### src/design/ecp_port_pkg.sv
// Constants, offsets and types for the ECP parallel port controller
package ecp_port_pkg;

	// Register port offsets
	localparam logic [10:0] OFF_DATA   = 11'h000;
	localparam logic [10:0] OFF_STATUS = 11'h001;
	localparam logic [10:0] OFF_CTRL   = 11'h002;
	localparam logic [10:0] OFF_FIFO   = 11'h400;
	localparam logic [10:0] OFF_CFGB   = 11'h401;
	localparam logic [10:0] OFF_ECR    = 11'h402;
	localparam logic [10:0] OFF_THRESH = 11'h403;

	// Mode encodings of the extended control register
	localparam logic [2:0] MODE_SPP   = 3'h0;
	localparam logic [2:0] MODE_PS2   = 3'h1;
	localparam logic [2:0] MODE_COMPAT_FIFO_PORT = 3'h2;
	localparam logic [2:0] MODE_ECP   = 3'h3;
	localparam logic [2:0] MODE_TEST  = 3'h6;
	localparam logic [2:0] MODE_CFG   = 3'h7;

	// Fixed read values and field positions
	localparam logic [7:0] CFGA_VALUE   = 8'h10;
	localparam int         ECR_SVC_BIT  = 2;
	localparam int         CTRL_DIR_BIT = 5;

	// Values after reset
	localparam logic [3:0] CTRL_RESET   = 4'h4;
	localparam logic [2:0] CFGB_RESET   = 3'h7;
	localparam logic [7:0] THRESH_RESET = 8'h88;
	// Synchroniser reset: data 0, ack high, busy low, paper error, select, fault high
	localparam logic [12:0] PINS_IDLE   = 13'h0017;

	// Shared queue geometry
	localparam int         FIFO_DEPTH = 16;
	localparam logic [4:0] FIFO_FULL  = 5'h10;

	// Strobe low time: least time, so rounded up to whole cycles
	localparam int         CLK_NS      = 40;
	localparam int         STROBE_NS   = 500;
	localparam logic [3:0] STROBE_CYC  = 4'((STROBE_NS + CLK_NS - 1) / CLK_NS);
	localparam logic [3:0] STROBE_LAST = STROBE_CYC - 4'h1;

	// Peripheral handshake states
	typedef enum logic [2:0] {
		HS_IDLE    = 3'b000,
		HS_SETUP   = 3'b001,
		HS_STROBE  = 3'b010,
		HS_RELEASE = 3'b011,
		HS_REV_ACK = 3'b100
	} hs_state_t;

endpackage : ecp_port_pkg

### src/design/ecp_parallel_port_fifo_control.sv
// ECP parallel port: control registers, shared queue and peripheral handshakes
//
// Operation
// - Control bits 7 and 6 always read one; writes to them are ignored.
// - Direction bit: 0 output, 1 input; modes 000 and 010 always drive.
// - With ack interrupt enable set, rising acknowledge input raises an interrupt.
// - Control bits drive select-in, auto-feed, strobe inverted and initialise unchanged.
// - Mode 010 drains queued bytes to the peripheral with the standard handshake.
// - Mode 011 sends queued bytes forward or receives bytes in reverse.
// - Test mode reads and writes the queue, never handshakes it out.
// - First configuration register always reads 10h.
// - Second configuration: bit7 zero, bit6 interrupt level, bits 2:0 writable.
// - Second configuration bits 5:3 report the assigned interrupt line.
// - Mode field: 000 resets queue, 111 maps the configuration registers.
// - Mode 001 lets direction float data lines; data reads return live lines.
// - Forward ECP: address and data port writes share one queue in order.
// - ECP mode: error mask clear gives interrupt pulse on falling fault.
// - DMA enable clear blocks DMA requests unconditionally.
// - Service bit set blocks DMA and service interrupts; hardware sets it.
// - Service events: terminal count, or free or valid bytes reach threshold.
// - Extended control bit 1 shows full, bit 0 shows empty.
// - All queue ports reach one shared sixteen-byte buffer.
// - Forward: host-ack marks data or command; strobe handshakes with busy.
// - Reverse: peripheral ack clocks bytes; busy level marks data or command.
// - Reverse needs paper-error low; drive only when it allows; select-in off.
// - Mode changes only via 000 or 001; direction changes only in 001.
// - After reset the queue stays disabled until a queue mode is chosen.
`timescale 1ns/1ps

module ecp_parallel_port_fifo_control
	import ecp_port_pkg::*;
(
	// Clock and reset
	input  wire logic        core_clk,
	input  wire logic        rst_n,
	// Register port
	input  wire logic [10:0] reg_addr,
	input  wire logic [7:0]  reg_wdata,
	input  wire logic        reg_wr,
	input  wire logic        reg_rd,
	output logic      [7:0]  reg_rdata,
	// System side
	input  wire logic [2:0]  irq_resource,
	input  wire logic        dma_tc,
	output logic             dma_req,
	output logic             irq_out,
	// Peripheral pins
	input  wire logic [7:0]  pd_in,
	output logic      [7:0]  pd_out,
	output logic             pd_oe_n,
	output logic             strobe_out,
	output logic             auto_feed_out,
	output logic             initialise_out,
	output logic             select_in_out,
	input  wire logic        peripheral_ack_in,
	input  wire logic        busy_in,
	input  wire logic        paper_error_in,
	input  wire logic        select_status_in,
	input  wire logic        fault_in
);

	logic [12:0] sync1_q;
	logic [12:0] sync2_q;
	logic [7:0]  pd_s;
	logic        ack_s;
	logic        busy_s;
	logic        pe_s;
	logic        sel_s;
	logic        fault_s;
	logic        ack_prev_q;
	logic        fault_prev_q;
	logic        dir_q;
	logic        ack_ie_q;
	logic [3:0]  ctrl_q;
	logic [7:0]  data_q;
	logic [2:0]  mode_q;
	logic        err_mask_q;
	logic        dma_en_q;
	logic        service_q;
	logic [2:0]  cfgb_low_q;
	logic [7:0]  thresh_q;
	logic [8:0]  mem_q [FIFO_DEPTH];
	logic [3:0]  rd_ptr_q;
	logic [3:0]  wr_ptr_q;
	logic [4:0]  count_q;
	logic [4:0]  free_w;
	logic        full_w;
	logic        empty_w;
	logic [8:0]  head_w;
	logic        out_dir;
	logic        fifo_mode;
	logic        bus_wr_fifo;
	logic        bus_rd_fifo;
	logic        hs_push;
	logic        hs_pop;
	logic        push;
	logic        pop;
	logic [8:0]  push_data;
	logic        svc_ev;
	logic        fwd_ok;
	logic        rev_ok;
	hs_state_t   hs_q;
	logic [3:0]  hold_q;
	logic        strobe_hs_q;
	logic        afd_hs_q;
	logic [7:0]  out_byte_q;
	logic        irq_q;
	logic [7:0]  rd_val;
	logic        ecr_wr;
	logic        mode_ok;

	// Every pin input passes two flops before any logic looks at it
	// Reset to the idle pin levels, so the edge detectors see no false edge
	always_ff @(posedge core_clk)
	begin
		if (!rst_n)
		begin
			sync1_q <= PINS_IDLE;
			sync2_q <= PINS_IDLE;
		end
		else
		begin
			sync1_q <= {pd_in, peripheral_ack_in, busy_in, paper_error_in,
				select_status_in, fault_in};
			sync2_q <= sync1_q;
		end
	end
	assign {pd_s, ack_s, busy_s, pe_s, sel_s, fault_s} = sync2_q;

	// Queue status and access decode
	assign full_w    = (count_q == FIFO_FULL);
	assign empty_w   = (count_q == 5'h00);
	assign free_w    = FIFO_FULL - count_q;
	assign head_w    = mem_q[rd_ptr_q];
	assign out_dir   = (mode_q == MODE_SPP || mode_q == MODE_COMPAT_FIFO_PORT) ? 1'b0 : dir_q;
	assign fifo_mode = (mode_q == MODE_COMPAT_FIFO_PORT) || (mode_q == MODE_ECP) || (mode_q == MODE_TEST);
	// address and data ports share one queue
	assign bus_wr_fifo = reg_wr && (((reg_addr == OFF_FIFO) && ((mode_q == MODE_COMPAT_FIFO_PORT) ||
		(mode_q == MODE_TEST) || (mode_q == MODE_ECP && !dir_q))) ||
		((reg_addr == OFF_DATA) && mode_q == MODE_ECP && !dir_q));
	assign bus_rd_fifo = reg_rd && (reg_addr == OFF_FIFO) &&
		((mode_q == MODE_TEST) || (mode_q == MODE_ECP && dir_q));
	// ECP handshakes wait for the direction acknowledge; the mode 010 handshake does not
	assign fwd_ok  = (mode_q == MODE_COMPAT_FIFO_PORT) || (mode_q == MODE_ECP && !dir_q && pe_s);
	assign rev_ok  = (mode_q == MODE_ECP) && dir_q && !pe_s;
	assign hs_pop  = (hs_q == HS_IDLE) && fwd_ok && !busy_s;
	assign hs_push = (hs_q == HS_IDLE) && rev_ok && !ack_s;
	// full writes and empty reads do nothing
	assign push    = (bus_wr_fifo || hs_push) && !full_w;
	assign pop     = (bus_rd_fifo || hs_pop) && !empty_w;
	// Tag bit 8 marks a command byte (address port forward, busy low reverse)
	assign push_data = hs_push ? {~busy_s, pd_s} : {reg_addr == OFF_DATA, reg_wdata};

	// one sixteen-byte store for every queue port
	always_ff @(posedge core_clk)
	begin
		if (push)
			mem_q[wr_ptr_q] <= push_data;
	end

	// Pointers and count; mode 000 holds the queue cleared
	always_ff @(posedge core_clk)
	begin
		if (!rst_n || mode_q == MODE_SPP)
		begin
			rd_ptr_q <= 4'h0;
			wr_ptr_q <= 4'h0;
			count_q  <= 5'h00;
		end
		else
		begin
			if (push)
				wr_ptr_q <= wr_ptr_q + 4'h1;
			if (pop)
				rd_ptr_q <= rd_ptr_q + 4'h1;
			if (push && !pop)
				count_q <= count_q + 5'h01;
			else if (pop && !push)
				count_q <= count_q - 5'h01;
		end
	end

	// Control and data registers
	always_ff @(posedge core_clk)
	begin
		if (!rst_n)
		begin
			dir_q    <= 1'b0;
			ack_ie_q <= 1'b0;
			ctrl_q   <= CTRL_RESET;
			data_q   <= 8'h00;
		end
		else
		begin
			if (reg_wr && reg_addr == OFF_CTRL)
			begin
				ack_ie_q <= reg_wdata[4];
				ctrl_q   <= reg_wdata[3:0];
				// direction only moves in mode 001
				if (mode_q == MODE_PS2)
					dir_q <= reg_wdata[CTRL_DIR_BIT];
			end
			if (reg_wr && reg_addr == OFF_DATA && mode_q != MODE_ECP)
				data_q <= reg_wdata;
		end
	end

	// Extended control, configuration B and thresholds
	assign ecr_wr  = reg_wr && (reg_addr == OFF_ECR);
	assign mode_ok = (mode_q == MODE_SPP) || (mode_q == MODE_PS2) ||
		(reg_wdata[7:5] == MODE_SPP) || (reg_wdata[7:5] == MODE_PS2);
	always_ff @(posedge core_clk)
	begin
		if (!rst_n)
		begin
			mode_q     <= MODE_SPP;
			err_mask_q <= 1'b1;
			dma_en_q   <= 1'b0;
			cfgb_low_q <= CFGB_RESET;
			thresh_q   <= THRESH_RESET;
		end
		else
		begin
			if (ecr_wr)
			begin
				// leave other modes only through 000 or 001
				if (mode_ok)
					mode_q <= reg_wdata[7:5];
				err_mask_q <= reg_wdata[4];
				dma_en_q   <= reg_wdata[3];
			end
			if (reg_wr && reg_addr == OFF_CFGB && mode_q == MODE_CFG)
				cfgb_low_q <= reg_wdata[2:0];
			if (reg_wr && reg_addr == OFF_THRESH)
				thresh_q <= reg_wdata;
		end
	end

	// service events from count or queue level
	assign svc_ev = !service_q && fifo_mode && (dma_en_q ? dma_tc :
		(out_dir ? (count_q >= {1'b0, thresh_q[3:0]}) : (free_w >= {1'b0, thresh_q[7:4]})));

	// Hardware set beats a software clear in the same cycle
	always_ff @(posedge core_clk)
	begin
		if (!rst_n)
			service_q <= 1'b1;
		else if (svc_ev)
			service_q <= 1'b1;
		else if (ecr_wr)
			service_q <= reg_wdata[ECR_SVC_BIT];
	end

	// Interrupt pulses and DMA request; writing service to 1 raises nothing
	always_ff @(posedge core_clk)
	begin
		if (!rst_n)
		begin
			ack_prev_q   <= 1'b1;
			fault_prev_q <= 1'b1;
			irq_q        <= 1'b0;
			dma_req      <= 1'b0;
		end
		else
		begin
			ack_prev_q   <= ack_s;
			fault_prev_q <= fault_s;
			// ack rise; fault fall in ECP mode
			irq_q <= (ack_ie_q && ack_s && !ack_prev_q) ||
				(mode_q == MODE_ECP && !err_mask_q && fault_prev_q && !fault_s) || svc_ev;
			// DMA needs enable and clear service flag
			dma_req <= dma_en_q && !service_q && fifo_mode && !svc_ev &&
				(out_dir ? !empty_w : !full_w);
		end
	end
	assign irq_out = irq_q;

	// automatic peripheral handshake for modes 010 and 011
	always_ff @(posedge core_clk)
	begin
		if (!rst_n || !(mode_q == MODE_COMPAT_FIFO_PORT || mode_q == MODE_ECP))
		begin
			hs_q        <= HS_IDLE;
			hold_q      <= 4'h0;
			strobe_hs_q <= 1'b1;
			afd_hs_q    <= 1'b1;
			out_byte_q  <= 8'h00;
		end
		else
		begin
			case (hs_q)
				HS_IDLE:
				begin
					// host-ack high for data, low for command
					if (hs_pop && !empty_w)
					begin
						out_byte_q <= head_w[7:0];
						afd_hs_q   <= ~head_w[8];
						hs_q       <= HS_SETUP;
					end
					// latch byte on peripheral ack, answer with host-ack
					else if (hs_push && !full_w)
					begin
						afd_hs_q <= 1'b1;
						hs_q     <= HS_REV_ACK;
					end
					else if (rev_ok)
						afd_hs_q <= 1'b0;
				end
				HS_SETUP:
				begin
					hold_q      <= 4'h0;
					strobe_hs_q <= 1'b0;
					hs_q        <= HS_STROBE;
				end
				HS_STROBE:
				begin
					if (hold_q != STROBE_LAST)
						hold_q <= hold_q + 4'h1;
					// strobe held its least time and busy answered
					else if (busy_s)
					begin
						strobe_hs_q <= 1'b1;
						hs_q        <= HS_RELEASE;
					end
				end
				HS_RELEASE:
				begin
					if (!busy_s)
						hs_q <= HS_IDLE;
				end
				HS_REV_ACK:
				begin
					if (ack_s)
					begin
						afd_hs_q <= 1'b0;
						hs_q     <= HS_IDLE;
					end
				end
				default:
					hs_q <= HS_IDLE;
			endcase
		end
	end

	// Pin outputs, all registered
	always_ff @(posedge core_clk)
	begin
		if (!rst_n)
		begin
			strobe_out     <= 1'b1;
			auto_feed_out  <= 1'b1;
			initialise_out <= CTRL_RESET[2];
			select_in_out  <= 1'b1;
			pd_oe_n        <= 1'b1;
			pd_out         <= 8'h00;
		end
		else
		begin
			strobe_out     <= (mode_q == MODE_COMPAT_FIFO_PORT || mode_q == MODE_ECP) ?
				strobe_hs_q : ~ctrl_q[0];
			auto_feed_out  <= (mode_q == MODE_ECP) ? afd_hs_q : ~ctrl_q[1];
			initialise_out <= ctrl_q[2];
			select_in_out  <= (mode_q == MODE_ECP) ? 1'b1 : ~ctrl_q[3];
			pd_oe_n        <= out_dir || (mode_q == MODE_ECP && !pe_s);
			// test mode shows the head byte only
			if (mode_q == MODE_COMPAT_FIFO_PORT || mode_q == MODE_ECP)
				pd_out <= out_byte_q;
			else if (mode_q == MODE_TEST)
				pd_out <= head_w[7:0];
			else
				pd_out <= data_q;
		end
	end

	// Read value mux; unmapped offsets read zero
	always_comb
	begin
		rd_val = 8'h00;
		case (reg_addr)
			OFF_DATA:   rd_val = (mode_q == MODE_PS2) ? pd_s : data_q;
			OFF_STATUS: rd_val = {~busy_s, ack_s, pe_s, sel_s, fault_s, 3'h7};
			OFF_CTRL:   rd_val = {2'h3, dir_q, ack_ie_q, ctrl_q};
			OFF_FIFO:   rd_val = (mode_q == MODE_CFG) ? CFGA_VALUE :
				(bus_rd_fifo && !empty_w) ? head_w[7:0] : 8'h00;
			OFF_CFGB:   rd_val = (mode_q == MODE_CFG) ?
				{1'b0, irq_q, irq_resource, cfgb_low_q} : 8'h00;
			OFF_ECR:    rd_val = {mode_q, err_mask_q, dma_en_q, service_q, full_w, empty_w};
			OFF_THRESH: rd_val = thresh_q;
			default:    rd_val = 8'h00;
		endcase
	end

	// Read data stand for the one cycle after the strobe
	always_ff @(posedge core_clk)
	begin
		if (!rst_n)
			reg_rdata <= 8'h00;
		else
			reg_rdata <= reg_rd ? rd_val : 8'h00;
	end

	// Checks on the behaviour above
	ctrl_ones_a: assert property (@(posedge core_clk) disable iff (!rst_n)
		reg_rd && reg_addr == OFF_CTRL |=> reg_rdata[7:6] == 2'h3)
		else $error("control top bits not one");
	cfga_value_a: assert property (@(posedge core_clk) disable iff (!rst_n)
		reg_rd && reg_addr == OFF_FIFO && mode_q == MODE_CFG |=> reg_rdata == 8'h10)
		else $error("configuration A wrong");
	ecr_flags_a: assert property (@(posedge core_clk) disable iff (!rst_n)
		reg_rd && reg_addr == OFF_ECR |=>
		reg_rdata[1:0] == {$past(count_q) == 5'h10, $past(count_q) == 5'h00})
		else $error("full or empty flag wrong");
	dma_block_a: assert property (@(posedge core_clk) disable iff (!rst_n)
		!dma_en_q || service_q |=> !dma_req)
		else $error("DMA request while blocked");
	mode_guard_a: assert property (@(posedge core_clk) disable iff (!rst_n)
		ecr_wr && mode_q[2:1] != 2'h0 && reg_wdata[7:6] != 2'h0 |=> $stable(mode_q))
		else $error("illegal mode change taken");
	fifo_clear_a: assert property (@(posedge core_clk) disable iff (!rst_n)
		mode_q == MODE_SPP |=> count_q == 5'h00)
		else $error("queue not held clear");
	full_drop_a: assert property (@(posedge core_clk) disable iff (!rst_n)
		full_w && !pop && mode_q != MODE_SPP |=> full_w && $stable(wr_ptr_q))
		else $error("full queue disturbed");
	drive_out_a: assert property (@(posedge core_clk) disable iff (!rst_n)
		mode_q == MODE_SPP || mode_q == MODE_COMPAT_FIFO_PORT |=> !pd_oe_n)
		else $error("data lines not driven");
	strobe_min_a: assert property (@(posedge core_clk) disable iff (!rst_n)
		$fell(strobe_hs_q) |-> (!strobe_hs_q || hs_q == HS_IDLE || hs_q == HS_SETUP) [*8])
		else $error("strobe pulse too short");
	select_off_a: assert property (@(posedge core_clk) disable iff (!rst_n)
		mode_q == MODE_ECP |=> select_in_out)
		else $error("select-in asserted in ECP");
	service_set_a: assert property (@(posedge core_clk) disable iff (!rst_n)
		svc_ev |=> service_q && irq_q)
		else $error("service event lost");

	fwd_byte_c: cover property (@(posedge core_clk) disable iff (!rst_n)
		hs_q == HS_RELEASE ##[1:40] hs_q == HS_IDLE);
	rev_byte_c: cover property (@(posedge core_clk) disable iff (!rst_n)
		hs_push && !full_w);
	service_c: cover property (@(posedge core_clk) disable iff (!rst_n)
		svc_ev && dma_en_q);

endmodule : ecp_parallel_port_fifo_control

### config.mk
export PLATFORM = sky130hd
export DESIGN_NAME = ecp_parallel_port_fifo_control
export DESIGN_NICKNAME = d
export VERILOG_FILES = /design/src/design/ecp_port_pkg.sv /design/src/design/ecp_parallel_port_fifo_control.sv
export SDC_FILE = /design/constraint.sdc
export NUM_CORES = 1
export LEC_CHECK = 0
export ABC_AREA = 0
export BUFFER_PORTS_ARGS = -buffer_cell sky130_fd_sc_hd__clkbuf_2
export CORE_MARGIN = 2
export CORE_UTILIZATION = 60
export CTS_CLUSTER_DIAMETER = 80
export DETAILED_ROUTE_END_ITERATION = 8
export PLACE_DENSITY_LB_ADDON = 0.2
export RECOVER_POWER = 100
export REMOVE_ABC_BUFFERS = 1
export SKIP_LAST_GASP = 1
export SYNTH_ARGS = -nofsm -noshare
export SYNTH_HDL_FRONTEND = slang
export SYNTH_SLANG_ARGS = --single-unit
### constraint.sdc
create_clock -name core_clk -period 7.76 [get_ports core_clk]
set_input_delay 1.552 -clock core_clk [delete_from_list [all_inputs] [get_ports core_clk]]
set_output_delay 1.552 -clock core_clk [all_outputs]
set_load 0.05 [all_outputs]
==> impl_metrics.toml, run 1 <==
[outcome]
status = "complete, but fails checks"
violations = "max-capacitance violations, max-slew violations"

[cells_and_area]
multi_input_area_sq_um = 3900
syn2layout_area_growth_pct = 11.9
final-instance-count-excl-fill = 1149
diodes = 0
final_util_pct = 68.2
regArea_sq_um = 6650
fillers = 1307
fin_nets = 965
drive_above_1_share_pct = 15.5

[power_and_ir_drop]
sw_frac_of_total_pct = 20.0
power.switching_uw = 547
p_leak_uw = 0.00420
power_frac_comb_pct = 2.2
powerDensity_nw_per_um2 = 225
sequentialPowerShare_pct = 53.4
max-vdd-ir-drop_mv = 0.224
p_clk_share_pct = 44.4
cell_internal_pwr_uw = 2190

[floorplanning]
core-area_sq_um = 17800
ios = 63
die_w_microns = 139
die_h_microns = 139
start_util_pct = 60.9
dieArea_sq_um = 19200
row_count = 49

[clock_tree]
root_buffer = "clkbuf_16"
postCtsHoldBufs = 0
clock_path_buffers = 3
cts_num_sinks = 260
cts_max_level = 1
cts_resized = 0
clk_latency_ps = 520
cts_made_buffers = 26
cts_setup_buffers = 0
cts_tree = "done"
cts.clk_slew.worst_paths_ps = 60

[critical_path]
worstPathRequired_ps = 8190
endpoint = "out_byte_q[3]"
cp_max_fo = 46
worstReg2RegStart = "count_q[0]"
end_kind = "flop"
crit_type = "in2reg"
rr_worst_depth = 15
reg2reg_to = "count_q[4]"
regToRegSetupSlack_ps = 2910
cp-start-kind = "input port"
cp.arrival_ps = 6270
startpoint = "rst_n"

[logic_synthesis]
synth-async-reset-ratio_pct = 0
synth_area_sq_um = 10900
synth_xor_area_share_pct = 0.725
synth-seq-cells = 260
synth_top_family_by_area = "multiplexers"
synth-simple-area-share_pct = 12.4
synth-edff-count = 144
yosysWarningCount = 0
synth_compound_area_share_pct = 6.85
synth_cells = 841
ys_seq_area_share_pct = 61.2
yosysUniqueCellTypes = 66
synthMuxAreaShare_pct = 13.0
synthFlopType = "edfxtp_1"
avgSynthCellArea_sq_um = 12.9
synth_fa_ha_area_share_pct = 2.83

[drt]
postRouteAntennaNets = 0
wl_per_cell_microns = 22.4
drc = 0
drt_iter0_markers = 560
vias = 7068
vias_per_cell = 6.15
dr.pass1.iters = 8
drt_wl_total_microns = 25700

[global_routing]
grt_use_total_pct = 26.6
grt_util_met1_pct = 38.8
grt_overflow = 0
grt_max_degree = 47
grt_pass1_vias = 7001
antenna_found_initial = 0
met2_usage_pct = 42.2
grt_util_met3_pct = 4.83
busiest_layer = "met2"
grt_pass1_wl_microns = 39600

[hold_path]
holdPathStages = 1
hold_class = "reg2reg"

[place]
placedCellCount = 1102
dpl.hpwl_microns = 17700
place.gp.congestion = 0.942
io_buffers = 62

[job]
cap_viol_max_count = 1

[timing]
skew_ps = 13.3
period_share_pct = 75.3
slew_viol_final = 47
tns_ps = 0
setup_viol = 0
max_slew_margin_pct = -27.0
holdWs_ps = 408
final_hold_viol_count = 0
max_freq_mhz = 171
period_minus_slack_ps = 5840
rsz0062_at_grt = "no"
worstMarginPinSlew_ps = 1910
[worst max-delay path, cell delays in order]
cell and delay (ps):
clkbuf_2 70, clkbuf_1 1360, clkinv_1 1350, nor2_1 1230
and2_0 480, nand2_1 100, o21ai_0 100
[registers in the layout, summed over array words and instances (netlist names), 5 cells and up, named ones only]
| register | flops |
|---|---|
| mem_q | 144 |
| sync1_q | 13 |
| sync2_q | 13 |
| data_q | 8 |
| out_byte_q | 8 |
| pd_out | 8 |
| reg_rdata | 8 |
| thresh_q | 8 |
| count_q | 5 |
[per-stage QoR]
| step | power [uW] | setup WS, ps | cell area [sq um] |
|---|---|---|---|
| floorplan | 1510 | 3780 | 10700 |
| global placement | 1550 | 3170 | 11400 |
| detailed placement | 1550 | 2990 | 11400 |
| CTS | 2750 | 2960 | 12200 |
| global route | 2800 | 1520 | 12200 |
| finish | 2730 | 1920 | 12200 |
[kinds of logic (layout without fill, tap and decap cells)]
kind of cell | count (synthesis) | after routing
muxes | 94 | 94
DFF | 260 | 260
adders and majority gates | 24 | 24
xor gates and xnor gates | 9 | 9
and+or+nand+nor | 264 | 264
buffers and inverters | 80 | 159
AOI/OAI and AO/OA | 110 | 110
[power by group through the flow]
stage | combinational, uW | clock, uW | sequential (uW)
6_report | 59.4 | 1210 | 1460
5_1_grt | 63.9 | 1280 | 1460
4_1_cts | 59.7 | 1230 | 1460
3_5_place_dp | 59.5 | 0 | 1490
3_3_place_gp | 57.7 | 0 | 1490
2_1_floorplan | 23.1 | 0 | 1490
[cell usage in the layout (no fill, tap or decap), types with 6 or more instances in the layout]
cell / n
mux2_1: 8
mux2_2: 10
nand2_1: 74
ha_1: 23
nand3_1: 12
nand4_1: 6
dfxtp_1: 115
nor3_1: 8
edfxtp_1: 144
nand2b_1: 22
clkbuf_16: 27
a222oi_1: 8
a22oi_1: 19
inv_1: 37
a21oi_1: 16
nor2_1: 70
and2_0: 12
and2_1: 9
o22ai_1: 9
xor2_1: 6
clkbuf_1: 34
mux2i_1: 40
mux4_2: 36
clkbuf_2: 38
o21ai_0: 30
[cell type report]
cell class,count,area share [%]
well taps,229,2.36
flip-flops and latches,260,54.6
clock inverters,11,0.710
repair buffers,73,2.79
inverters,39,1.20
multi-input cells,501,32.1
clock buffers,36,6.20
[worst min-delay path by stage]
| stage | to | from |
|---|---|---|
| after floorplan | select_in_out | ctrl_q[3] |
| after global placement | sync2_q[0] | sync1_q[0] |
| after detailed placement | sync2_q[2] | sync1_q[2] |
| after CTS | sync2_q[2] | sync1_q[2] |
| after global routing | sync2_q[1] | sync1_q[1] |
| final | sync2_q[2] | sync1_q[2] |
[Yosys cell counts, types with 3 or more instances]
| cell type | n | share of area [%] |
|---|---|---|
| a21oi_1 | 16 | 0.74 |
| a221oi_1 | 4 | 0.32 |
| a222oi_1 | 8 | 0.74 |
| a22oi_1 | 19 | 1.3 |
| a31oi_1 | 5 | 0.29 |
| and2_1 | 21 | 1.2 |
| and3_1 | 4 | 0.23 |
| buf_1 | 5 | 0.17 |
| buf_2 | 9 | 0.41 |
| clkbuf_1 | 25 | 0.86 |
| dfxtp_1 | 116 | 21 |
| edfxtp_1 | 144 | 40 |
| ha_1 | 23 | 2.6 |
| inv_1 | 37 | 1.3 |
| mux2_2 | 18 | 1.9 |
| mux2i_1 | 40 | 3.7 |
| mux4_2 | 36 | 7.5 |
| nand2_1 | 74 | 2.6 |
| nand2b_1 | 22 | 1.3 |
| nand3_1 | 12 | 0.55 |
| nand3b_1 | 4 | 0.28 |
| nand4_1 | 6 | 0.35 |
| nor2_1 | 70 | 2.4 |
| nor2b_1 | 5 | 0.29 |
| nor3_1 | 8 | 0.37 |
| nor3b_1 | 5 | 0.35 |
| nor4_1 | 4 | 0.23 |
| nor4b_1 | 3 | 0.24 |
| nor4bb_1 | 3 | 0.28 |
| o21ai_0 | 30 | 1.4 |
| o22ai_1 | 9 | 0.52 |
| or3_1 | 4 | 0.23 |
| xnor2_1 | 3 | 0.24 |
| xor2_1 | 6 | 0.48 |
[routing by layer]
metal	up-vias	wire [microns]
met4	0	590
met1	3469	11000
met3	51	1980
li1	3236	-
met2	312	12100
met5	-	0
Note: power is estimated with default switching activity, not from simulation.
==> run 2, diff against run 1 <==
--- a/config.mk
+++ b/config.mk
@@ -5,7 +5,7 @@
 export SDC_FILE = /design/constraint.sdc
 export NUM_CORES = 1
 export LEC_CHECK = 0
-export ABC_AREA = 0
+export ABC_AREA = 1
 export BUFFER_PORTS_ARGS = -buffer_cell sky130_fd_sc_hd__clkbuf_2
 export CORE_MARGIN = 2
 export CORE_UTILIZATION = 60
==> constraint.sdc (replaced) <==
create_clock -name core_clk -period 5.8 [get_ports core_clk]
set_input_delay 1.16 -clock core_clk [delete_from_list [all_inputs] [get_ports core_clk]]
set_output_delay 1.16 -clock core_clk [all_outputs]
set_load 0.05 [all_outputs]
==> impl_metrics.toml, run 2 <==
[cells_and_area]
diodes = 0
drive_above_1_share_pct = 7.75
syn2layout_area_growth_pct = 11.2
fin_nets = 1410
final_util_pct = 68.2
layout_common_cells = "nand2_1, nor2_1, edfxtp_1, inv_1, nand3_1"
final-instance-count-excl-fill = 1601
final_common_cell = "nand2_1"
regMostFlops = "mem_q"
reg_top3 = "mem_q (144), sync1_q (13), sync2_q (13)"
largest_reg_flops = 144

[logic_synthesis]
synth-async-reset-ratio_pct = 0
yosys-top-cells-count = "nand2_1, nor2_1, edfxtp_1, inv_1, nand3_1"
synth-seq-cells = 260
synthFlopType = "edfxtp_1"
yosysMostFrequentCell = "nand2_1"
synth_top_area_cell = "edfxtp_1"
synth_area_sq_um = 11500
synth-edff-count = 144
synth.top_cell.area_share_pct = 37.7
yosysWarningCount = 0
synth_cells = 1290
ys_seq_area_share_pct = 58.0
yosys-top-cells-area = "edfxtp_1, dfxtp_1, nand2_1, nand3_1, nor2_1"
avgSynthCellArea_sq_um = 8.89
yosysUniqueCellTypes = 39

[global_routing]
grt_overflow = 0
antenna_found_initial = 0
grt_pass1_vias = 8444
grt_pass1_wl_microns = 45300
grt_use_total_pct = 29.0
grt_max_degree = 95

[drt]
postRouteAntennaNets = 0
drt_wl_total_microns = 29100
wl_per_cell_microns = 18.2
vias_per_cell = 5.69
vias = 9111
dr.pass1.iters = 6
drt_iter0_markers = 963
drc = 0

[floorplanning]
start_util_pct = 61.3
die_h_microns = 142
ios = 63
die_w_microns = 142
core-area_sq_um = 18700
row_count = 50
dieArea_sq_um = 20200

[timing]
max_freq_mhz = 248
skew_ps = 14.2
max_slew_margin_pct = -46.9
period_minus_slack_ps = 4040
tns_ps = 0
worstMarginPinSlew_ps = 2200
final_hold_viol_count = 0
setup_viol = 0
period_share_pct = 69.7
holdWs_ps = 411
rsz0062_at_grt = "no"
slew_viol_final = 46

[clock_tree]
cts_setup_buffers = 0
cts_max_level = 1
cts_resized = 0
cts_tree = "done"
clk_latency_ps = 550
cts_made_buffers = 27
cts.clk_slew.worst_paths_ps = 60
postCtsHoldBufs = 0
cts_num_sinks = 260
clock_path_buffers = 3
root_buffer = "clkbuf_16"

[critical_path]
cp_max_fo = 10
cp.arrival_ps = 4530
end_kind = "flop"
worstPathRequired_ps = 6290
crit_type = "reg2reg"
cp-start-kind = "flop"

[job]
cap_viol_max_count = 1

[power_and_ir_drop]
power_uw = 3830
p_leak_uw = 0.00520
max-vdd-ir-drop_mv = 0.258
powerDensity_nw_per_um2 = 300

[hold_path]
hold_class = "reg2reg"

[place]
placedCellCount = 1551
dpl.hpwl_microns = 19300
place.gp.congestion = 0.964
io_buffers = 62

[outcome]
violations = "max-capacitance violations, max-slew violations"
status = "complete, but fails checks"
==> run 2: changes by cell type after synthesis, moves of 36 or more <==
cell,delta
nand2_1,+216
nand3_1,+117
inv_1,+101
nor2_1,+76
o21ai_0,+51
a21oi_1,+44
mux2i_1,-40
mux4_2,-36
==> run 2: worst max-delay path: stages (launching register included) <==
cell	delay (ps)
dfxtp_1	480
nand2_1	140
nor2_1	500
nand2_1	260
nor2_1	340
nand3_1	360
nand2_1	400
ha_1	290
inv_1	120
ha_1	310
a21oi_1	170
nor2_1	80
o21ai_0	140
nand3_1	120
nand2_1	90
nand2_1	50
nor2_1	110
==> run 2: power by group <==
part           internal, uW  switching (uW)  leakage, uW
Sequential             1950            3.76      0.00226
Clock                  1080             723     0.000466
Combinational          19.5            54.6      0.00247
==> run 2: area by class of cell <==
cell class / instances / area, sq um
multi-input combinational: 836 / 3980
sequential: 260 / 6650
timing repair buffer: 75 / 345
fill: 1519 / 5950
clock buffer: 37 / 783
clock inverter: 13 / 163
tap: 234 / 293
inverter: 146 / 548
==> run 2: logic make-up after synthesis <==
group,share of synthesized area [%]
simple gates,23.5
buf+inv,6.65
xor+xnor,0.382
flops,58.0
compound gates,8.71
mux,0.0982
fa+ha+maj,2.68
==> run 2: path summary, 6_finish.rpt <==
kind	cells after the start	slack [ps]	end	start
worst max-delay path	16	1760	count_q[4]	mode_q[1]
worst min-delay path	2	410	sync2_q[12]	sync1_q[12]
worst max register to register	16	1760	count_q[4]	mode_q[1]
worst min register to register	2	410	sync2_q[12]	sync1_q[12]
==> run 2: metal layers <==
layer	vias up	global-route usage, %	wire (microns)
met4	0	9.74	864
met2	452	43.2	12800
met1	4203	43.4	12500
li1	4387	-	-
met5	-	0	0
met3	69	5.08	2960
==> run 2: metrics by stage <==
| step | cell area (sq um) | setup slack (ps) |
|---|---|---|
| final | 12800 | 1760 |
| after CTS | 12900 | 2320 |
| after global placement | 12000 | 2060 |
| after detailed placement | 12000 | 1860 |
| after floorplan | 11300 | 2110 |
| after global routing | 12800 | 1430 |
==> run 3, diff against run 2 <==
--- a/config.mk
+++ b/config.mk
@@ -8,7 +8,7 @@
 export ABC_AREA = 1
 export BUFFER_PORTS_ARGS = -buffer_cell sky130_fd_sc_hd__clkbuf_2
 export CORE_MARGIN = 2
-export CORE_UTILIZATION = 60
+export CORE_UTILIZATION = 55
 export CTS_CLUSTER_DIAMETER = 80
 export DETAILED_ROUTE_END_ITERATION = 8
 export PLACE_DENSITY_LB_ADDON = 0.2
==> constraint.sdc (replaced) <==
create_clock -name core_clk -period 3.5 [get_ports core_clk]
set_input_delay 0.7 -clock core_clk [delete_from_list [all_inputs] [get_ports core_clk]]
set_output_delay 0.7 -clock core_clk [all_outputs]
set_load 0.05 [all_outputs]
==> impl_metrics.toml, run 3 (same netlist as run 2, synthesis figures left out) <==
[drt]
vias_per_cell = 5.52
postRouteAntennaNets = 0
dr.pass1.iters = 7
drc = 0
vias = 9147
drt_iter0_markers = 962
wl_per_cell_microns = 17.5
drt_wl_total_microns = 29000

[global_routing]
grt_max_degree = 94
grt_pass1_vias = 8359
grt_overflow = 0
antenna_found_initial = 0
grt_pass1_wl_microns = 45000
grt_use_total_pct = 26.3

[cells_and_area]
fin_area_sq_um = 12900
drive_above_1_share_pct = 8.44
largest_reg_flops = 144
reg_top3 = "mem_q (144), sync1_q (13), sync2_q (13)"
fin_nets = 1430
regMostFlops = "mem_q"
layout_common_cells = "nand2_1, nor2_1, edfxtp_1, inv_1, nand3_1"
diodes = 0
syn2layout_area_growth_pct = 12.5
final_common_cell = "nand2_1"
final_util_pct = 63.3

[power_and_ir_drop]
power_uw = 6170
max-vdd-ir-drop_mv = 0.369
p_leak_uw = 0.00522
powerDensity_nw_per_um2 = 478

[clock_tree]
postCtsHoldBufs = 0
root_buffer = "clkbuf_16"
cts_max_level = 1
cts_setup_buffers = 0
cts_tree = "done"
cts_made_buffers = 27
clock_path_buffers = 3
cts.clk_slew.worst_paths_ps = 70
cts_resized = 0
cts_num_sinks = 260
clk_latency_ps = 540

[floorplanning]
row_count = 52
core-area_sq_um = 20400
ios = 63
die_w_microns = 148
die_h_microns = 148
start_util_pct = 56.3
dieArea_sq_um = 22000

[place]
place.gp.congestion = 0.950
dpl.hpwl_microns = 20000
io_buffers = 62
dpl_cell_area_sq_um = 12200

[timing]
final_hold_viol_count = 0
worstMarginPinSlew_ps = 2450
skew_ps = 18.7
tns_ps = 0
max_freq_mhz = 298
rsz0062_at_grt = "no"
setup_viol = 0
max_slew_margin_pct = -63.0
period_share_pct = 95.8
period_minus_slack_ps = 3350
holdWs_ps = 342
slew_viol_final = 150

[critical_path]
cp_max_fo = 17
crit_type = "reg2reg"
end_kind = "flop"
worstPathRequired_ps = 3780
cp-start-kind = "flop"
cp.arrival_ps = 3640

[hold_path]
hold_class = "in2reg"

[job]
cap_viol_max_count = 2

[outcome]
status = "complete, but fails checks"
violations = "max-capacitance violations, max-slew violations"
-- run 3: cell type report --
cell class | instances | area (sq um)
Fill cell | 1764 | 7470
Sequential cell | 260 | 6650
Multi-Input combinational cell | 836 | 4040
Clock buffer | 33 | 729
Inverter | 146 | 548
Timing Repair Buffer | 95 | 452
Tap cell | 270 | 338
Clock inverter | 17 | 145
-- run 3: layer usage --
layer	global-route usage, %	vias up	wire (microns)
li1	-	4430	-
met1	39.4	4256	12600
met2	40.0	415	13000
met3	4.51	46	2800
met4	7.14	0	595
met5	0	-	0
-- run 3: worst paths after layout --
check | from | end | cells past startpoint | slack [ps]
worst max-delay path | mode_q[1] | mem_q[11][8] | 7 | 150
worst min-delay path | select_status_in | sync1_q[1] | 2 | 340
worst max register to register | mode_q[1] | mem_q[11][8] | 7 | 150
worst min register to register | sync1_q[11] | sync2_q[11] | 2 | 410
-- run 3: per-stage QoR --
stage	setup slack (ps)	std cells
2_1_floorplan	-195	1242
5_1_grt	70.2	1657
6_report	147	1657
3_5_place_dp	294	1607
3_3_place_gp	323	1607
4_1_cts	445	1657
-- run 3: critical path, stage by stage (launching register included) --
cell and delay (ps):
dfxtp_1 480, nand2_2 110, nor2_1 470, nand2_2 170
nor2_4 190, nand2_1 350, o21ai_1 910, clkbuf_1 410
-- run 3: power by group --
part	internal (uW)	switching, uW
registers	3230	6.82
clock network	1630	1170
logic	33.4	96.2
total	4900	1280
